### config.mk
export PLATFORM = sky130hd
export DESIGN_NAME = flash_host
export DESIGN_NICKNAME = d
export VERILOG_FILES = /design/src/logic/flash_host_pkg.sv /design/src/logic/flash_host.sv
export SDC_FILE = /design/constraint.sdc
export NUM_CORES = 1
export LEC_CHECK = 0
export BUFFER_PORTS_ARGS = -buffer_cell sky130_fd_sc_hd__buf_2
export CAP_MARGIN = 20
export CORE_MARGIN = 10
export CORE_UTILIZATION = 52
export CTS_CLUSTER_SIZE = 40
export DETAILED_ROUTE_END_ITERATION = 12
export PLACE_DENSITY_LB_ADDON = 0.2
export SLEW_MARGIN = 25
export SYNTH_ARGS = -nofsm -noshare
export SYNTH_HDL_FRONTEND = slang
export SYNTH_SLANG_ARGS = --single-unit
### constraint.sdc
create_clock -name clk -period 2.8 [get_ports clk]
set_input_delay 0.28 -clock clk [delete_from_list [all_inputs] [get_ports clk]]
set_output_delay 0.28 -clock clk [all_outputs]
set_load 0.03 [all_outputs]
### src/logic/flash_host_pkg.sv
// Constants for the parallel flash host controller.
// Assumes a byte-wide NOR flash with 18 address lines on the far side.
package flash_host_pkg;
    localparam int ADDR_W = 18;
    localparam int DATA_W = 8;
    localparam int CLK_PERIOD_NS = 4;
    // Command addresses and bytes
    localparam logic [14:0] CMD_ADDR_A = 15'h5555;
    localparam logic [14:0] CMD_ADDR_B = 15'h2aaa;
    localparam logic [7:0] CMD_UNLOCK1 = 8'haa;
    localparam logic [7:0] CMD_UNLOCK2 = 8'h55;
    localparam logic [7:0] CMD_SETUP = 8'h80;
    localparam logic [7:0] CMD_CHIP = 8'h10;
    localparam logic [7:0] CMD_SECTOR = 8'h30;
    localparam logic [7:0] CMD_LOCK = 8'h40;
    localparam logic [7:0] CMD_PROG = 8'ha0;
    localparam logic [7:0] CMD_ID_ENTRY = 8'h90;
    localparam logic [7:0] CMD_ID_EXIT = 8'hf0;
    // Host operation codes
    localparam logic [2:0] OP_READ = 3'h0;
    localparam logic [2:0] OP_PROGRAM = 3'h1;
    localparam logic [2:0] OP_CHIP_ERASE = 3'h2;
    localparam logic [2:0] OP_SECTOR_ERASE = 3'h3;
    localparam logic [2:0] OP_LOCKOUT = 3'h4;
    localparam logic [2:0] OP_ID_ENTRY = 3'h5;
    localparam logic [2:0] OP_ID_EXIT = 3'h6;
    localparam logic [2:0] OP_ID_EXIT_SHORT = 3'h7;
    // Status bit positions
    localparam int POLL_BIT = 7;
    localparam int TOGGLE_BIT = 6;
    // Bus timing in ns, power-up waits in us and ms, all least times
    localparam int T_STROBE_NS = 120;
    localparam int T_HIGH_NS = 100;
    localparam int T_HOLD_NS = 50;
    localparam int T_PU_READ_US = 100;
    localparam int T_PU_WRITE_MS = 5;
    localparam int STROBE_CYC = (T_STROBE_NS + CLK_PERIOD_NS - 1) / CLK_PERIOD_NS;
    localparam int HIGH_CYC = (T_HIGH_NS + CLK_PERIOD_NS - 1) / CLK_PERIOD_NS;
    localparam int PU_READ_CYC = T_PU_READ_US * 1000 / CLK_PERIOD_NS;
    localparam int PU_WRITE_CYC = T_PU_WRITE_MS * 1000000 / CLK_PERIOD_NS;
    localparam int CNT_W = 24;
endpackage

### src/logic/flash_host.sv
// Host controller driving a byte-wide NOR flash through its strobe pins.
// Assumes the flash sits on the pins below; nrst marks power-up.
`timescale 1ns/100ps
module flash_host
    import flash_host_pkg::*;
#(
    parameter int PU_READ = PU_READ_CYC,
    parameter int PU_WRITE = PU_WRITE_CYC,
    parameter int POLL_LIMIT = 16000000
) (
    input wire logic clk,
    input wire logic nrst,
    input wire logic req_valid,
    input wire logic [2:0] req_op,
    input wire logic [ADDR_W-1:0] req_addr,
    input wire logic [DATA_W-1:0] req_data,
    output logic req_ready,
    output logic done,
    output logic timeout,
    output logic [DATA_W-1:0] rd_data,
    output logic [ADDR_W-1:0] flash_addr,
    output logic flash_ce_n,
    output logic flash_oe_n,
    output logic flash_we_n,
    input wire logic [DATA_W-1:0] flash_dq_in,
    output logic [DATA_W-1:0] flash_dq_out,
    output logic flash_dq_oe
);
    //----------------------------------------
    // State
    //----------------------------------------
    typedef enum logic [2:0] {ST_POWERUP, ST_IDLE, ST_WR_LOW, ST_WR_HIGH, ST_RD_LOW, ST_RD_GAP,
        ST_DONE} phase_t;
    typedef struct packed {
        phase_t phase;
        logic [CNT_W-1:0] pu_cnt;
        logic [7:0] t_cnt;
        logic [CNT_W-1:0] poll_cnt;
        logic [2:0] op;
        logic [2:0] step;
        logic [ADDR_W-1:0] addr;
        logic [DATA_W-1:0] data;
        logic polling;
        logic have_prev;
        logic [DATA_W-1:0] prev;
        logic timeout;
        logic [DATA_W-1:0] rd;
        logic [ADDR_W-1:0] fa;
        logic [DATA_W-1:0] fd;
        logic ce_n;
        logic oe_n;
        logic we_n;
        logic dq_oe;
    } state_t;
    state_t st_ff, nxt_st;

    // Number of bus writes for each operation
    function automatic logic [2:0] op_len(input logic [2:0] op);
        case (op)
            OP_PROGRAM: op_len = 3'h4;
            OP_CHIP_ERASE, OP_SECTOR_ERASE, OP_LOCKOUT: op_len = 3'h6;
            OP_ID_ENTRY, OP_ID_EXIT: op_len = 3'h3;
            OP_ID_EXIT_SHORT: op_len = 3'h1;
            default: op_len = 3'h0;
        endcase
    endfunction

    // Address and byte of write number step; only 15 bits matter for commands
    function automatic logic [ADDR_W+DATA_W-1:0] cyc(input logic [2:0] op, input logic [2:0] step,
        input logic [ADDR_W-1:0] a, input logic [DATA_W-1:0] d);
        logic [ADDR_W-1:0] ca;
        logic [DATA_W-1:0] cd;
        ca = {3'h0, CMD_ADDR_A};
        cd = CMD_UNLOCK1;
        if (op == OP_ID_EXIT_SHORT) begin
            ca = a;
            cd = CMD_ID_EXIT;
        end else begin
            case (step)
                3'h0: begin
                    cd = CMD_UNLOCK1;
                end
                3'h1, 3'h4: begin
                    ca = {3'h0, CMD_ADDR_B};
                    cd = CMD_UNLOCK2;
                end
                3'h2: begin
                    case (op)
                        OP_PROGRAM: cd = CMD_PROG;
                        OP_ID_ENTRY: cd = CMD_ID_ENTRY;
                        OP_ID_EXIT: cd = CMD_ID_EXIT;
                        default: cd = CMD_SETUP;
                    endcase
                end
                3'h3: begin
                    if (op == OP_PROGRAM) begin
                        ca = a;
                        cd = d;
                    end
                end
                3'h5: begin
                    case (op)
                        OP_CHIP_ERASE: cd = CMD_CHIP;
                        OP_SECTOR_ERASE: begin
                            ca = a;
                            cd = CMD_SECTOR;
                        end
                        default: cd = CMD_LOCK;
                    endcase
                end
                default: cd = CMD_UNLOCK1;
            endcase
        end
        cyc = {ca, cd};
    endfunction

    //----------------------------------------
    // Sequencer
    //----------------------------------------
    always_comb begin
        logic [ADDR_W+DATA_W-1:0] c;
        nxt_st = st_ff;
        c = cyc(st_ff.op, st_ff.step, st_ff.addr, st_ff.data);
        if (st_ff.pu_cnt != '0) begin
            nxt_st.pu_cnt = st_ff.pu_cnt - 1'b1;
        end
        if (st_ff.t_cnt != '0) begin
            nxt_st.t_cnt = st_ff.t_cnt - 1'b1;
        end
        case (st_ff.phase)
            ST_POWERUP: begin
                // Reads allowed before writes, but one wait covers both
                if (st_ff.pu_cnt == '0) begin
                    nxt_st.phase = ST_IDLE;
                end
            end
            ST_IDLE: begin
                nxt_st.timeout = 1'b0;
                if (req_valid) begin
                    nxt_st.op = req_op;
                    nxt_st.addr = req_addr;
                    nxt_st.data = req_data;
                    nxt_st.step = 3'h0;
                    nxt_st.have_prev = 1'b0;
                    nxt_st.poll_cnt = CNT_W'(POLL_LIMIT);
                    nxt_st.fa = req_addr;
                    nxt_st.ce_n = 1'b0;
                    nxt_st.t_cnt = 8'(STROBE_CYC);
                    if (req_op == OP_READ) begin
                        nxt_st.polling = 1'b0;
                        nxt_st.oe_n = 1'b0;
                        nxt_st.phase = ST_RD_LOW;
                    end else begin
                        nxt_st.phase = ST_WR_LOW;
                    end
                end
            end
            ST_WR_LOW: begin
                // Address and data held steady through the whole low pulse
                nxt_st.fa = c[DATA_W +: ADDR_W];
                nxt_st.fd = c[DATA_W-1:0];
                nxt_st.dq_oe = 1'b1;
                nxt_st.ce_n = 1'b0;
                nxt_st.we_n = 1'b0;
                if (st_ff.t_cnt == '0 && !st_ff.we_n) begin
                    nxt_st.we_n = 1'b1;
                    nxt_st.ce_n = 1'b1;
                    nxt_st.t_cnt = 8'(HIGH_CYC);
                    nxt_st.phase = ST_WR_HIGH;
                end
            end
            ST_WR_HIGH: begin
                if (st_ff.t_cnt == '0) begin
                    nxt_st.dq_oe = 1'b0;
                    if (st_ff.step + 3'h1 == op_len(st_ff.op)) begin
                        // Embedded ops are polled until the byte toggle stops
                        if (st_ff.op == OP_PROGRAM || st_ff.op == OP_CHIP_ERASE ||
                            st_ff.op == OP_SECTOR_ERASE) begin
                            nxt_st.polling = 1'b1;
                            nxt_st.fa = st_ff.addr;
                            nxt_st.ce_n = 1'b0;
                            nxt_st.oe_n = 1'b0;
                            nxt_st.t_cnt = 8'(STROBE_CYC);
                            nxt_st.phase = ST_RD_LOW;
                        end else begin
                            nxt_st.phase = ST_DONE;
                        end
                    end else begin
                        nxt_st.step = st_ff.step + 3'h1;
                        nxt_st.t_cnt = 8'(STROBE_CYC);
                        nxt_st.phase = ST_WR_LOW;
                    end
                end
            end
            ST_RD_LOW: begin
                if (st_ff.t_cnt == '0) begin
                    nxt_st.rd = flash_dq_in;
                    nxt_st.oe_n = 1'b1;
                    nxt_st.ce_n = 1'b1;
                    nxt_st.t_cnt = 8'(HIGH_CYC);
                    nxt_st.phase = ST_RD_GAP;
                end
            end
            ST_RD_GAP: begin
                if (st_ff.t_cnt == '0) begin
                    nxt_st.phase = ST_DONE;
                    if (st_ff.polling) begin
                        nxt_st.have_prev = 1'b1;
                        nxt_st.prev = st_ff.rd;
                        nxt_st.poll_cnt = st_ff.poll_cnt - 1'b1;
                        // Busy while toggle bit alternates between reads
                        if (!st_ff.have_prev ||
                            (st_ff.prev[TOGGLE_BIT] != st_ff.rd[TOGGLE_BIT])) begin
                            if (st_ff.poll_cnt == '0) begin
                                nxt_st.timeout = 1'b1;
                            end else begin
                                nxt_st.ce_n = 1'b0;
                                nxt_st.oe_n = 1'b0;
                                nxt_st.t_cnt = 8'(STROBE_CYC);
                                nxt_st.phase = ST_RD_LOW;
                            end
                        end
                    end
                end
            end
            ST_DONE: begin
                nxt_st.phase = ST_IDLE;
            end
            default: nxt_st.phase = ST_IDLE;
        endcase
    end

    //----------------------------------------
    // Registers
    //----------------------------------------
    always_ff @(posedge clk) begin
        if (!nrst) begin
            st_ff <= '0;
            st_ff.phase <= ST_POWERUP;
            // Longer of the two power-up waits, so neither can be cut short
            st_ff.pu_cnt <= CNT_W'((PU_WRITE > PU_READ) ? PU_WRITE : PU_READ);
            st_ff.ce_n <= 1'b1;
            st_ff.oe_n <= 1'b1;
            st_ff.we_n <= 1'b1;
        end else begin
            st_ff <= nxt_st;
        end
    end

    // Outputs
    assign req_ready = (st_ff.phase == ST_IDLE);
    assign done = (st_ff.phase == ST_DONE);
    assign timeout = st_ff.timeout;
    assign rd_data = st_ff.rd;
    assign flash_addr = st_ff.fa;
    assign flash_ce_n = st_ff.ce_n;
    assign flash_oe_n = st_ff.oe_n;
    assign flash_we_n = st_ff.we_n;
    assign flash_dq_out = st_ff.fd;
    assign flash_dq_oe = st_ff.dq_oe;

    //----------------------------------------
    // Assertions
    //----------------------------------------
    a_no_early_io: assert property (@(posedge clk) disable iff (!nrst)
        (st_ff.phase == ST_POWERUP) |-> (flash_we_n && flash_oe_n))
        else $error("bus used before power-up wait");
    a_no_contention: assert property (@(posedge clk) disable iff (!nrst)
        !(flash_dq_oe && !flash_oe_n))
        else $error("data driven while output enabled");
    a_we_oe_excl: assert property (@(posedge clk) disable iff (!nrst)
        !(!flash_we_n && !flash_oe_n))
        else $error("write and read strobes together");
    a_data_stable: assert property (@(posedge clk) disable iff (!nrst)
        (!flash_we_n && !$past(flash_we_n)) |-> $stable(flash_dq_out) && $stable(flash_addr))
        else $error("address or data moved during write pulse");
    a_unlock_first: assert property (@(posedge clk) disable iff (!nrst)
        ($fell(flash_we_n) && st_ff.step == 3'h0 && st_ff.op != OP_ID_EXIT_SHORT) |->
        (flash_addr[14:0] == CMD_ADDR_A && flash_dq_out == CMD_UNLOCK1))
        else $error("first unlock write wrong");
    a_unlock_second: assert property (@(posedge clk) disable iff (!nrst)
        ($fell(flash_we_n) && st_ff.step == 3'h1) |->
        (flash_addr[14:0] == CMD_ADDR_B && flash_dq_out == CMD_UNLOCK2))
        else $error("second unlock write wrong");
    a_short_exit: assert property (@(posedge clk) disable iff (!nrst)
        ($fell(flash_we_n) && st_ff.op == OP_ID_EXIT_SHORT) |-> flash_dq_out == CMD_ID_EXIT)
        else $error("short exit byte wrong");
    a_poll_addr: assert property (@(posedge clk) disable iff (!nrst)
        ($fell(flash_oe_n) && st_ff.polling) |-> flash_addr == st_ff.addr)
        else $error("poll read at wrong address");
    c_program: cover property (@(posedge clk) st_ff.op == OP_PROGRAM && done);
    c_sector: cover property (@(posedge clk) st_ff.op == OP_SECTOR_ERASE && done);
    c_id_exit: cover property (@(posedge clk) st_ff.op == OP_ID_EXIT_SHORT && done);
endmodule

; ---- Word level (Yosys, flattened, before mapping)
; Cells that the tools add are included.
[word_totals]
out_inout_bits = 41
in_bits = 40
elab_cells = 162
register_bits = 140
[classes]
reduce_logical = 34
muxes = 71
add_sub_neg = 4
n_eq_ne = 34
[op_table]
columns = operator, n
row1 = $mux 18, 7
row2 = $pmux 18 s3, 2
row3 = $mux 8, 10
row4 = $mux 66, 1
row5 = $mux 32, 2
row6 = $logic_not 24->1, 2
row7 = $pmux 24 s2, 1
row8 = $sub 24x1->24 const B, 2
row9 = $mux 3, 14
row10 = $pmux 8 s5, 1
row11 = $pmux 8 s4, 1
row12 = $eq 3x3->1 const B, 9
row13 = $ne 2x2->1 const B, 13
row14 = $reduce_bool 24->1, 1
row15 = $mux 2, 11
row16 = $pmux 7 s3, 1
row17 = $mux 10, 2
row18 = $eq 3x2->1 const B, 6
row19 = $pmux 3 s6, 1
row20 = $pmux 7 s2, 1
row21 = $pmux 3 s4, 1
row22 = $reduce_and 6->1, 2
row23 = $reduce_and 11->1, 1
row24 = $reduce_and 10->1, 1
row25 = 27 further kinds, 50

; ---- Logic depth before layout (Yosys ltp)
; Gate-level depths: netlist of the first run.
[logic_depth]
word_depth = 9
depth_mapped = 12
depth_no_buf = 11

; ---- Worst setup path before layout of the first run
; OpenSTA, ideal clock, no wires.
[synth_timing]
kind = flip-flop to flip-flop
start = reg st_ff[75] (netlist bit)
end = reg st_ff (netlist bit flash_addr[15])
arrival_ns = 2.497
synth_period_minus_slack_ns = 2.614
setup_slack_ns = 0.186
stages_incl_launch_ff = 11
setup_ns = 0.117
required_ns = 2.683
path_cell_list = dfxtp_1 > inv_1 > ha_1 > clkbuf_1 > or3b_1 > a2111o_1 > nor2_1 > o21a_1 > buf_2 > nor2_1 > a22o_1
[synth_via]
elab_chain_len = 5
elab_cells_between_ends = 12
classes_between = 1 x add/sub / 6 x eq/ne / 3 x mux / 2 x reduce/logical
[synth_lines]
columns = item, line_no
row1 = start: declaration, flash_host.sv:55  ; state_t st_ff, nxt_st;
row2 = start signal: assignment, flash_host.sv:246  ; st_ff <= nxt_st;
row3 = branches (longest 5 deep; another with $add 3x1->3), --
; Several ways; the timed one is not identified.
; A chain may end at the register's enable or synchronous reset.

; ---- Worst setup path after layout of the first run
[layout_timing]
start = reg st_ff[75] (netlist bit)
end = reg st_ff (netlist bit flash_addr[1])
; The elaborated chain is that of the path after synthesis.

==> results of run 1 <==
[power by group]
part | leakage, nW | internal (W) | switching [W]
sequential | 1.07 | 0.00195 | 0.0000590
combinational | 1.81 | 0.000330 | 0.000461
clock | 0.308 | 0.00156 | 0.000873
total | 3.19 | 0.00384 | 0.00139
[layout by cell type (no fill, tap or decap), types with 17 or more instances in the layout]
| master | instances |
|---|---|
| a21oi_1 | 70 |
| a31oi_1 | 21 |
| buf_2 | 80 |
| buf_4 | 33 |
| clkbuf_16 | 17 |
| dfxtp_1 | 132 |
| inv_1 | 20 |
| nand2_1 | 126 |
| nand2b_1 | 20 |
| nand3_1 | 20 |
| nor2_1 | 88 |
| nor3_1 | 18 |
| o21ai_0 | 55 |
| xnor2_1 | 23 |
| xor2_1 | 17 |
[state kept, by name (all words and copies together), names as in the netlist]
signal / flops
flash_dq_oe: 1
flash_oe_n: 1
flash_dq_out: 8
rd_data: 8
st_ff: 94
flash_ce_n: 1
flash_we_n: 1
timeout: 1
flash_addr: 18
[worst max-delay path, cell delays in order, from the launching register on]
cell and delay, ns:
dfxtp_1 0.33, inv_1 0.10, ha_1 0.32, or3b_1 0.35, a2111o_1 0.49, nor2_2 0.13, o21a_1 0.21, buf_6 0.13
o211ai_1 0.21, o2bb2ai_1 0.22
[synthesized netlist by cell type, types with 5 or more instances]
master | count | share of area
a21oi_1 | 70 | 0.050
a31oi_1 | 21 | 0.019
a32o_1 | 5 | 0.0072
buf_4 | 34 | 0.037
clkbuf_1 | 41 | 0.022
dfxtp_1 | 133 | 0.38
ha_1 | 12 | 0.021
inv_1 | 21 | 0.011
mux2i_1 | 10 | 0.014
nand2_1 | 126 | 0.068
nand2b_1 | 20 | 0.018
nand3_1 | 20 | 0.014
nand3b_1 | 5 | 0.0054
nand4_1 | 5 | 0.0045
nor2_1 | 90 | 0.048
nor3_1 | 18 | 0.013
nor4_1 | 13 | 0.012
o211ai_1 | 8 | 0.0086
o21ai_0 | 55 | 0.039
o22ai_1 | 10 | 0.0089
o2bb2ai_1 | 9 | 0.011
or2_2 | 5 | 0.0045
or3_1 | 6 | 0.0054
or4_1 | 5 | 0.0054
or4_4 | 5 | 0.0081
xnor2_1 | 23 | 0.029
xor2_1 | 17 | 0.021
[cell families after synthesis]
logic type,synth area share
AOI/OAI and AO/OA,0.209
DFF,0.381
adders and majority gates,0.0215
buffers and inverters,0.0777
muxes,0.0208
xor gates and xnor gates,0.0501
and+or+nand+nor,0.240
[routing by layer]
| metal | global-route usage | vias up | routed length (um) |
|---|---|---|---|
| met3 | 0.0406 | 45 | 912 |
| met1 | 0.246 | 2974 | 8270 |
| met2 | 0.316 | 183 | 8720 |
| met4 | 0.0876 | 0 | 415 |
| met5 | 0 | - | 0 |
| li1 | - | 3180 | - |
[worst max path at each step]
stage | slack (ns) | to | cells after the start | from
global placement | 0.25 | flash_addr[5]$_SDFFE_PN0P_ | 9 | st_ff[76]$_SDFFE_PN0P_
floorplan | 0.19 | flash_addr[15]$_SDFFE_PN0P_ | 10 | st_ff[75]$_SDFFE_PN0P_
finish | 0.24 | flash_addr[1]$_SDFFE_PN0P_ | 9 | st_ff[75]$_SDFFE_PN0P_
CTS | 0.08 | flash_addr[1]$_SDFFE_PN0P_ | 9 | st_ff[76]$_SDFFE_PN0P_
detailed placement | 0.12 | flash_addr[1]$_SDFFE_PN0P_ | 9 | st_ff[76]$_SDFFE_PN0P_
global route | 0.03 | flash_addr[9]$_SDFFE_PN0P_ | 9 | st_ff[75]$_SDFFE_PN0P_
[area by class of cell]
class | count | area [um2] | share of cell area
Clock buffer | 20 | 467 | 0.0578
Clock inverter | 12 | 175 | 0.0217
Inverter | 22 | 82.6 | 0.0102
Multi-Input combinational cell | 643 | 3790 | 0.469
Sequential cell | 133 | 2660 | 0.330
Tap cell | 176 | 220 | 0.0273
Timing Repair Buffer | 115 | 679 | 0.0841
[repair_timing]
action | 4_1_cts | 5_1_grt
endpoints found under the setup margin | 0 | 6
gates resized for setup | 0 | 3
buffers inserted | 0 | 1
[metrics by stage]
stage                     worst slack, ns  hold slack [ns]
after floorplan                     0.186            0.416
after global placement              0.251            0.441
after detailed placement            0.120            0.447
after CTS                          0.0771           0.0705
after global routing               0.0336           0.0891
final                               0.235           0.0833
==> impl_metrics.tcl, run 1 <==
set metrics [dict create \
    fmax_ghz 0.390 \
    skew_ns 0.0125 \
    yosysSeqAreaShare 0.381 \
    fin_crit_ns 2.56 \
    async_flop_share 0 \
    hpwl_mm 12.9 \
    drt_iter0_markers 531 \
    whs_endpoint "rd_data[0]$_SDFFE_PN0P_" \
    num_rows 42 \
    p_leak_nw 3.19 \
    io_pins 81 \
    required_ns 3.16 \
    power_density_nw_per_um2 648 \
    synth.cell_area_um2 6990 \
    reg2reg_from "st_ff[75]$_SDFFE_PN0P_" \
    path_max_fanout 6 \
    peakVddDrop_v 0.000527 \
    syn_area_per_cell_um2 7.94 \
    grt_pass1_vias 5881 \
    dr.pass1.iters 5 \
    min_from "flash_dq_in[0]" \
    vias 6382 \
    clock_path_buffers 2 \
    fin_area_um2 8080 \
    portBuffers 80 \
    yosys_warnings 0 \
    rsz0062_at_grt "false" \
    diodes 0 \
    slew-limit-headroom 0.579 \
    yosys.cell_types.count 74 \
    placed_area_um2 7410 \
    r2r_end "flash_addr[1]$_SDFFE_PN0P_" \
    place_inst 1088 \
    synth-edff-count 0 \
    arrival_ns 2.92 \
    ctsHtreeMaxLevel 4 \
    core_area_um2 13200 \
    drv_slew 0 \
    die_w_um 136 \
    syn_to_final_growth_pct 15.6 \
    place_congestion 0.892 \
    p_total_w 0.00523 \
    grt_max_degree 33 \
    worstSkewPairLatency_ns 0.43 \
    syn-instance-count 880 \
    initial_core_util 0.530 \
    die_area_um2 18500 \
    syn_nets 932 \
    finalSetupViolCount 0 \
    final-instance-count-excl-fill 1121 \
    tns_ns 0 \
    synth-seq-cells 133 \
    antenna_found_initial 0 \
    wl_mm 18.3 \
    r2r_slack_ns 0.24 \
    end_kind "register" \
    num-fill-cells 1163 \
    grt.total_usage 0.196 \
    cts_buffers 17 \
    ant_nets 0 \
    postCtsHoldBufs 0 \
    maxCapViolations 0 \
    cts_root_buf "clkbuf_16" \
    tightest_slew_ns 0.629 \
    critPathKind "reg2reg" \
    outcome "complete, no violations" \
    nNetsFinal 984 \
    wl_per_cell_um 16.3 \
    min_delay_path_depth 3 \
    synthFlopType "dfxtp_1" \
    clkTransAtPathRegs_ns 0.06 \
    clock_sinks 133 \
    cts_tree "yes" \
    final_layout_size_suffix_gt1_frac 0.196 \
    overflow 0 \
    grt_pass1_wl_mm 29.7 \
    period_share 0.916 \
    hp-class "in2reg" \
    die_y_um 136 \
    reg2reg_depth 9 \
    routed_via_density 5.69 \
    fin_util 0.612 \
    worstSetupStartpointType "register" \
    drc_errors 0 \
    finalHoldViolCount 0 \
]
No activity file was read; power rests on OpenSTA's default activity.
==> inputs of run 2 (changes only) <==
Settings changed: BUFFER_PORTS_ARGS -buffer_cell sky130_fd_sc_hd__buf_2 to default, DONT_BUFFER_PORTS from default to 1.
==> run 2 against run 1 <==
- routed wire length grew 0.62%
- cell area decreased by 2.7%
- via count fell by 1.4%
- critical path depth is 1 lower
- setup slack worse by 0.058 ns
- clock-buffer cell count rose by 1
- die area unchanged
- clock power grew 2%
- critical endpoint is now flash_oe_n$_SDFFE_PN1P_
==> impl_metrics.tcl, run 2 (synthesized netlist as in run 1, its figures left out) <==
set metrics [dict create \
    antenna_found_initial 0 \
    core_area_um2 13200 \
    diodes 0 \
    die_w_um 136 \
    vias 6293 \
    peakVddDrop_v 0.000376 \
    dp_slack_ns 0.270 \
    drc_errors 0 \
    grt_pass1_wl_mm 30.4 \
    worstSkewPairLatency_ns 0.42 \
    crit_path_cell_trace "inv_1 -> ha_1 -> or3b_1 -> a2111o_1 -> a221oi_1 -> nand2_1 -> o31ai_1 -> o311ai_0" \
    clkTransAtPathRegs_ns 0.06 \
    hpwl_mm 12.5 \
    slew-limit-headroom 0.307 \
    grt_pass1_vias 6046 \
    layout_common_cells "dfxtp_1, nand2_1, nor2_1, a21oi_1, o21ai_0" \
    num_rows 42 \
    cts_setup_buffers 0 \
    finalSetupViolCount 0 \
    met2_usage 0.335 \
    drt_iter0_markers 396 \
    worstSetupStartpointType "register" \
    clock_path_buffers 2 \
    die_area_um2 18500 \
    cts_root_buf "clkbuf_16" \
    maxCapViolations 0 \
    initial_core_util 0.530 \
    r2r_end "flash_oe_n$_SDFFE_PN1P_" \
    critPathBufInv 1 \
    regArea_um2 2660 \
    io_pins 81 \
    critPathSlowestCell "a2111o_1" \
    die_y_um 136 \
    grtUsageMet3 0.0539 \
    drv_slew 0 \
    min_from "req_addr[17]" \
    whs_endpoint "st_ff[74]$_SDFFE_PN0P_" \
    syn_to_final_growth_pct 12.4 \
    min_delay_path_depth 2 \
    clock_sinks 133 \
    crit_family "compound AO/OA/AOI/OAI gates" \
    power_switching_w 0.00136 \
    largest_reg_flops 94 \
    fin_ws_ns 0.177 \
    overflow 0 \
    p_sw_frac 0.258 \
    top_usage_layer "met2" \
    largest-register "st_ff" \
    cell_internal_pwr_w 0.00390 \
    combPwrFrac 0.145 \
    clockPowerShare 0.473 \
    use_met1 0.232 \
    fmax_ghz 0.381 \
    critPathKind "reg2reg" \
    nNetsFinal 919 \
    ant_nets 0 \
    portBuffers 0 \
    tns_ns 0 \
    wl_per_cell_um 17.5 \
    grt.total_usage 0.200 \
    ctsHtreeMaxLevel 4 \
    arrival_ns 2.84 \
    reg2reg_depth 8 \
    power_density_nw_per_um2 669 \
    finalHoldViolCount 0 \
    wl_mm 18.4 \
    rsz0062_at_grt "false" \
    tightest_slew_ns 1.04 \
    num-fill-cells 1192 \
    hp-class "in2reg" \
    skew_ns 0.00678 \
    critPathMaxStageDelay_ns 0.43 \
    period_share 0.937 \
    reg2reg_from "st_ff[75]$_SDFFE_PN0P_" \
    outcome "complete, no violations" \
    cts_buffers 17 \
    place_congestion 0.907 \
    final_layout_size_suffix_gt1_frac 0.101 \
    p_seq_frac 0.383 \
    cts_tree "yes" \
    multi_input_area_um2 3790 \
    r2r_slack_ns 0.18 \
    p_leak_nw 2.87 \
    grt_max_degree 33 \
    end_kind "register" \
    required_ns 3.02 \
    fin_crit_ns 2.62 \
    dr.pass1.iters 5 \
    routed_via_density 5.96 \
    path_max_fanout 5 \
    final_common_cell "dfxtp_1" \
]
run 2: final cells by class:
class	instances	area share
tap	176	0.0280
multi-input combinational	643	0.482
clock inverter	11	0.0250
sequential	133	0.339
clock buffer	21	0.0586
timing repair buffer	50	0.0567
inverter	22	0.0105
run 2: power groups by stage:
stage / combinational, W / sequential, W / clock (W)
final: 0.000760 / 0.00201 / 0.00248
after global routing: 0.000855 / 0.00202 / 0.00259
after CTS: 0.000751 / 0.00201 / 0.00252
after detailed placement: 0.000705 / 0.00205 / 0
after global placement: 0.000680 / 0.00205 / 0
after floorplan: 0.000531 / 0.00204 / 0
run 2: what timing repair did:
action                                 CTS  global route
hold buffers                            28             0
gates resized for setup                  0             1
setup endpoints to repair                0             1
endpoints found under the hold margin   46             0
run 2: layer usage:
metal	routed length, um	vias up	share of wire
met4	460	0	0.025
met5	0	-	0
met2	9070	248	0.49
met3	1420	41	0.077
li1	-	3049	-
met1	7480	2955	0.41
run 2: worst max path at each step:
stage,startpoint,to,slack (ns),depth (start not counted)
after floorplan,st_ff[75]$_SDFFE_PN0P_,flash_addr[15]$_SDFFE_PN0P_,0.19,10
after global placement,st_ff[76]$_SDFFE_PN0P_,flash_addr[14]$_SDFFE_PN0P_,0.35,9
after detailed placement,st_ff[76]$_SDFFE_PN0P_,flash_oe_n$_SDFFE_PN1P_,0.27,8
after CTS,st_ff[76]$_SDFFE_PN0P_,flash_oe_n$_SDFFE_PN1P_,0.19,8
after global routing,st_ff[75]$_SDFFE_PN0P_,flash_oe_n$_SDFFE_PN1P_,0.04,8
final,st_ff[75]$_SDFFE_PN0P_,flash_oe_n$_SDFFE_PN1P_,0.18,8
run 2: per-stage QoR:
step	util	power, W	std cells	hold WS, ns	area (um2)
3_5_place_dp	0.524	0.00276	996	0.365	6920
5_1_grt	0.596	0.00547	1056	0.00521	7860
2_1_floorplan	-	0.00257	880	0.416	6990
3_3_place_gp	0.524	0.00273	996	0.356	6920
6_report	0.596	0.00526	1056	0.00763	7860
4_1_cts	0.596	0.00528	1056	0.000255	7860
==> inputs of run 3 (changes only) <==
Settings changed: CORE_UTILIZATION 52 to 64.
Clock period 2.8 ns to 2.45 ns, I/O delays scaled along.
==> run 3 against run 2 <==
- utilization up 15 points
- setup slack worse by 0.12 ns
- first-iteration DRC count rose by 67%
- largest power group unchanged
- highest routed layer unchanged
- global-route usage increased by 4.0 points
- sequential share of layout area shrank 0.69 points
- clock-buffer cell count shrank 2
- combinational power up 27%
- non-clock buffer count grew 22
- flip-flop and latch count unchanged
- sequential power is 14% higher
- hold slack improved by 0.0090 ns
- cell area up 2.3%
==> impl_metrics.tcl, run 3 (synthesized netlist as in run 1, its figures left out) <==
set metrics [dict create \
    outcome "complete, no violations" \
    critPathBufInv 2 \
    hpwl_mm 12.8 \
    period_share 0.977 \
    crit_path_cell_trace "inv_4 -> ha_4 -> or3b_1 -> a2111o_1 -> nor2_2 -> o21a_4 -> buf_6 -> o21ai_0 -> a31oi_1" \
    p_leak_nw 2.95 \
    ctsHtreeMaxLevel 4 \
    dr.pass1.iters 6 \
    grt_pass1_wl_mm 31.7 \
    clock_sinks 133 \
    final_common_cell "dfxtp_1" \
    cts_root_buf "clkbuf_8" \
    r2r_slack_ns 0.06 \
    r2r_end "flash_addr[10]$_SDFFE_PN0P_" \
    final_layout_size_suffix_gt1_frac 0.133 \
    critical_path_depth 9 \
    die_y_um 125 \
    portBuffers 0 \
    layout_common_cells "dfxtp_1, nand2_1, nor2_1, a21oi_1, o21ai_0" \
    reg2reg_from "st_ff[75]$_SDFFE_PN0P_" \
    worstSkewPairLatency_ns 0.54 \
    die_w_um 125 \
    hp-class "in2reg" \
    clkTransAtPathRegs_ns 0.06 \
    min_from "nrst" \
    grt_max_degree 46 \
    ant_nets 0 \
    tightest_slew_ns 0.671 \
    largest_reg_flops 94 \
    overflow 0 \
    drv_slew 0 \
    critPathSlowestCell "a2111o_1" \
    critPathKind "reg2reg" \
    wl_per_cell_um 18.5 \
    die_area_um2 15500 \
    power_density_nw_per_um2 713 \
    dp_slack_ns -0.0298 \
    arrival_ns 2.84 \
    crit_family "compound AO/OA/AOI/OAI gates" \
    cts_tree "yes" \
    fmax_ghz 0.418 \
    finalSetupViolCount 0 \
    multi_input_area_um2 3880 \
    reg2reg_depth 9 \
    finalHoldViolCount 0 \
    slew-limit-headroom 0.550 \
    fin_ws_ns 0.0552 \
    nNetsFinal 941 \
    end_kind "register" \
    min_delay_path_depth 3 \
    num_rows 38 \
    antenna_found_initial 1 \
    regArea_um2 2670 \
    syn_to_final_growth_pct 15.0 \
    whs_endpoint "flash_ce_n$_SDFFE_PN1P_" \
    place_congestion 0.899 \
    peakVddDrop_v 0.000580 \
    grt.total_usage 0.240 \
    core_area_um2 10700 \
    critPathMaxStageDelay_ns 0.50 \
    placed_area_um2 6970 \
    fin_crit_ns 2.39 \
    cts_buffers 17 \
    grt_pass1_vias 6311 \
    required_ns 2.89 \
    drt_iter0_markers 660 \
    skew_ns 0.0107 \
    io_pins 81 \
    fin_area_um2 8040 \
    vias 6549 \
    num-fill-cells 807 \
    worstSetupStartpoint "st_ff[75]$_SDFFE_PN0P_" \
    initial_core_util 0.651 \
    drc_errors 0 \
    path_max_fanout 12 \
    clock_path_buffers 2 \
    maxCapViolations 0 \
    routed_via_density 6.28 \
    rsz0062_at_grt "true" \
    largest-register "st_ff" \
    worstSetupStartpointType "register" \
    wl_mm 19.3 \
]
[run 3: where the power goes]
part	leakage (nW)	internal, W	switching, W
sequential	1.08	0.00223	0.0000755
clock	0.270	0.00146	0.000998
combinational	1.60	0.000414	0.000548
total	2.95	0.00411	0.00162
[run 3: per-layer routing]
metal / global-route usage / routed length [um]
met1: 0.269 / 7440
met2: 0.408 / 9510
met3: 0.0689 / 1660
met4: 0.117 / 644
met5: 0 / 0
[run 3: final cells by class]
cell class / count / area share
multi-input combinational: 643 / 0.483
sequential: 133 / 0.332
timing repair buffer: 72 / 0.0811
clock buffer: 19 / 0.0525
tap: 140 / 0.0218
clock inverter: 13 / 0.0185
inverter: 22 / 0.0106
antenna: 1 / 0.000311
[run 3: stage by stage]
step	util	std cells	hold slack [ns]	TNS, ns	power [W]
finish	0.748	1043	0.0166	0	0.00573
CTS	0.740	1040	0.00479	0	0.00570
global route	0.748	1043	0.0446	-0.507	0.00594
global placement	0.648	969	0.316	0	0.00314
floorplan	-	880	0.381	0	0.00293
detailed placement	0.648	969	0.319	-0.0941	0.00318
[run 3: worst register-to-register path: stages, from the launching register on]
cell and delay [ns]:
dfxtp_4 0.40, inv_4 0.05, ha_4 0.23, or3b_1 0.35, a2111o_1 0.50, nor2_2 0.17, o21a_4 0.18, buf_6 0.15
o21ai_0 0.09, a31oi_1 0.20
[run 3: worst max path at each step]
stage                                   to  slack, ns
2_1_floorplan      flash_ce_n$_SDFFE_PN1P_      0.003
3_3_place_gp       flash_ce_n$_SDFFE_PN1P_       0.08
3_5_place_dp    flash_addr[6]$_SDFFE_PN0P_      -0.03
4_1_cts            flash_ce_n$_SDFFE_PN1P_      0.003
5_1_grt            flash_ce_n$_SDFFE_PN1P_      -0.06
6_report       flash_addr[10]$_SDFFE_PN0P_       0.06
[run 3: timing repair]
item / CTS / global route
hold buffers: 39 / 0
resized for setup: 4 / 19
setup endpoints to repair: 23 / 35
pin swaps: 1 / 15
setup buffers: 0 / 2
endpoints found under the hold margin: 87 / 0
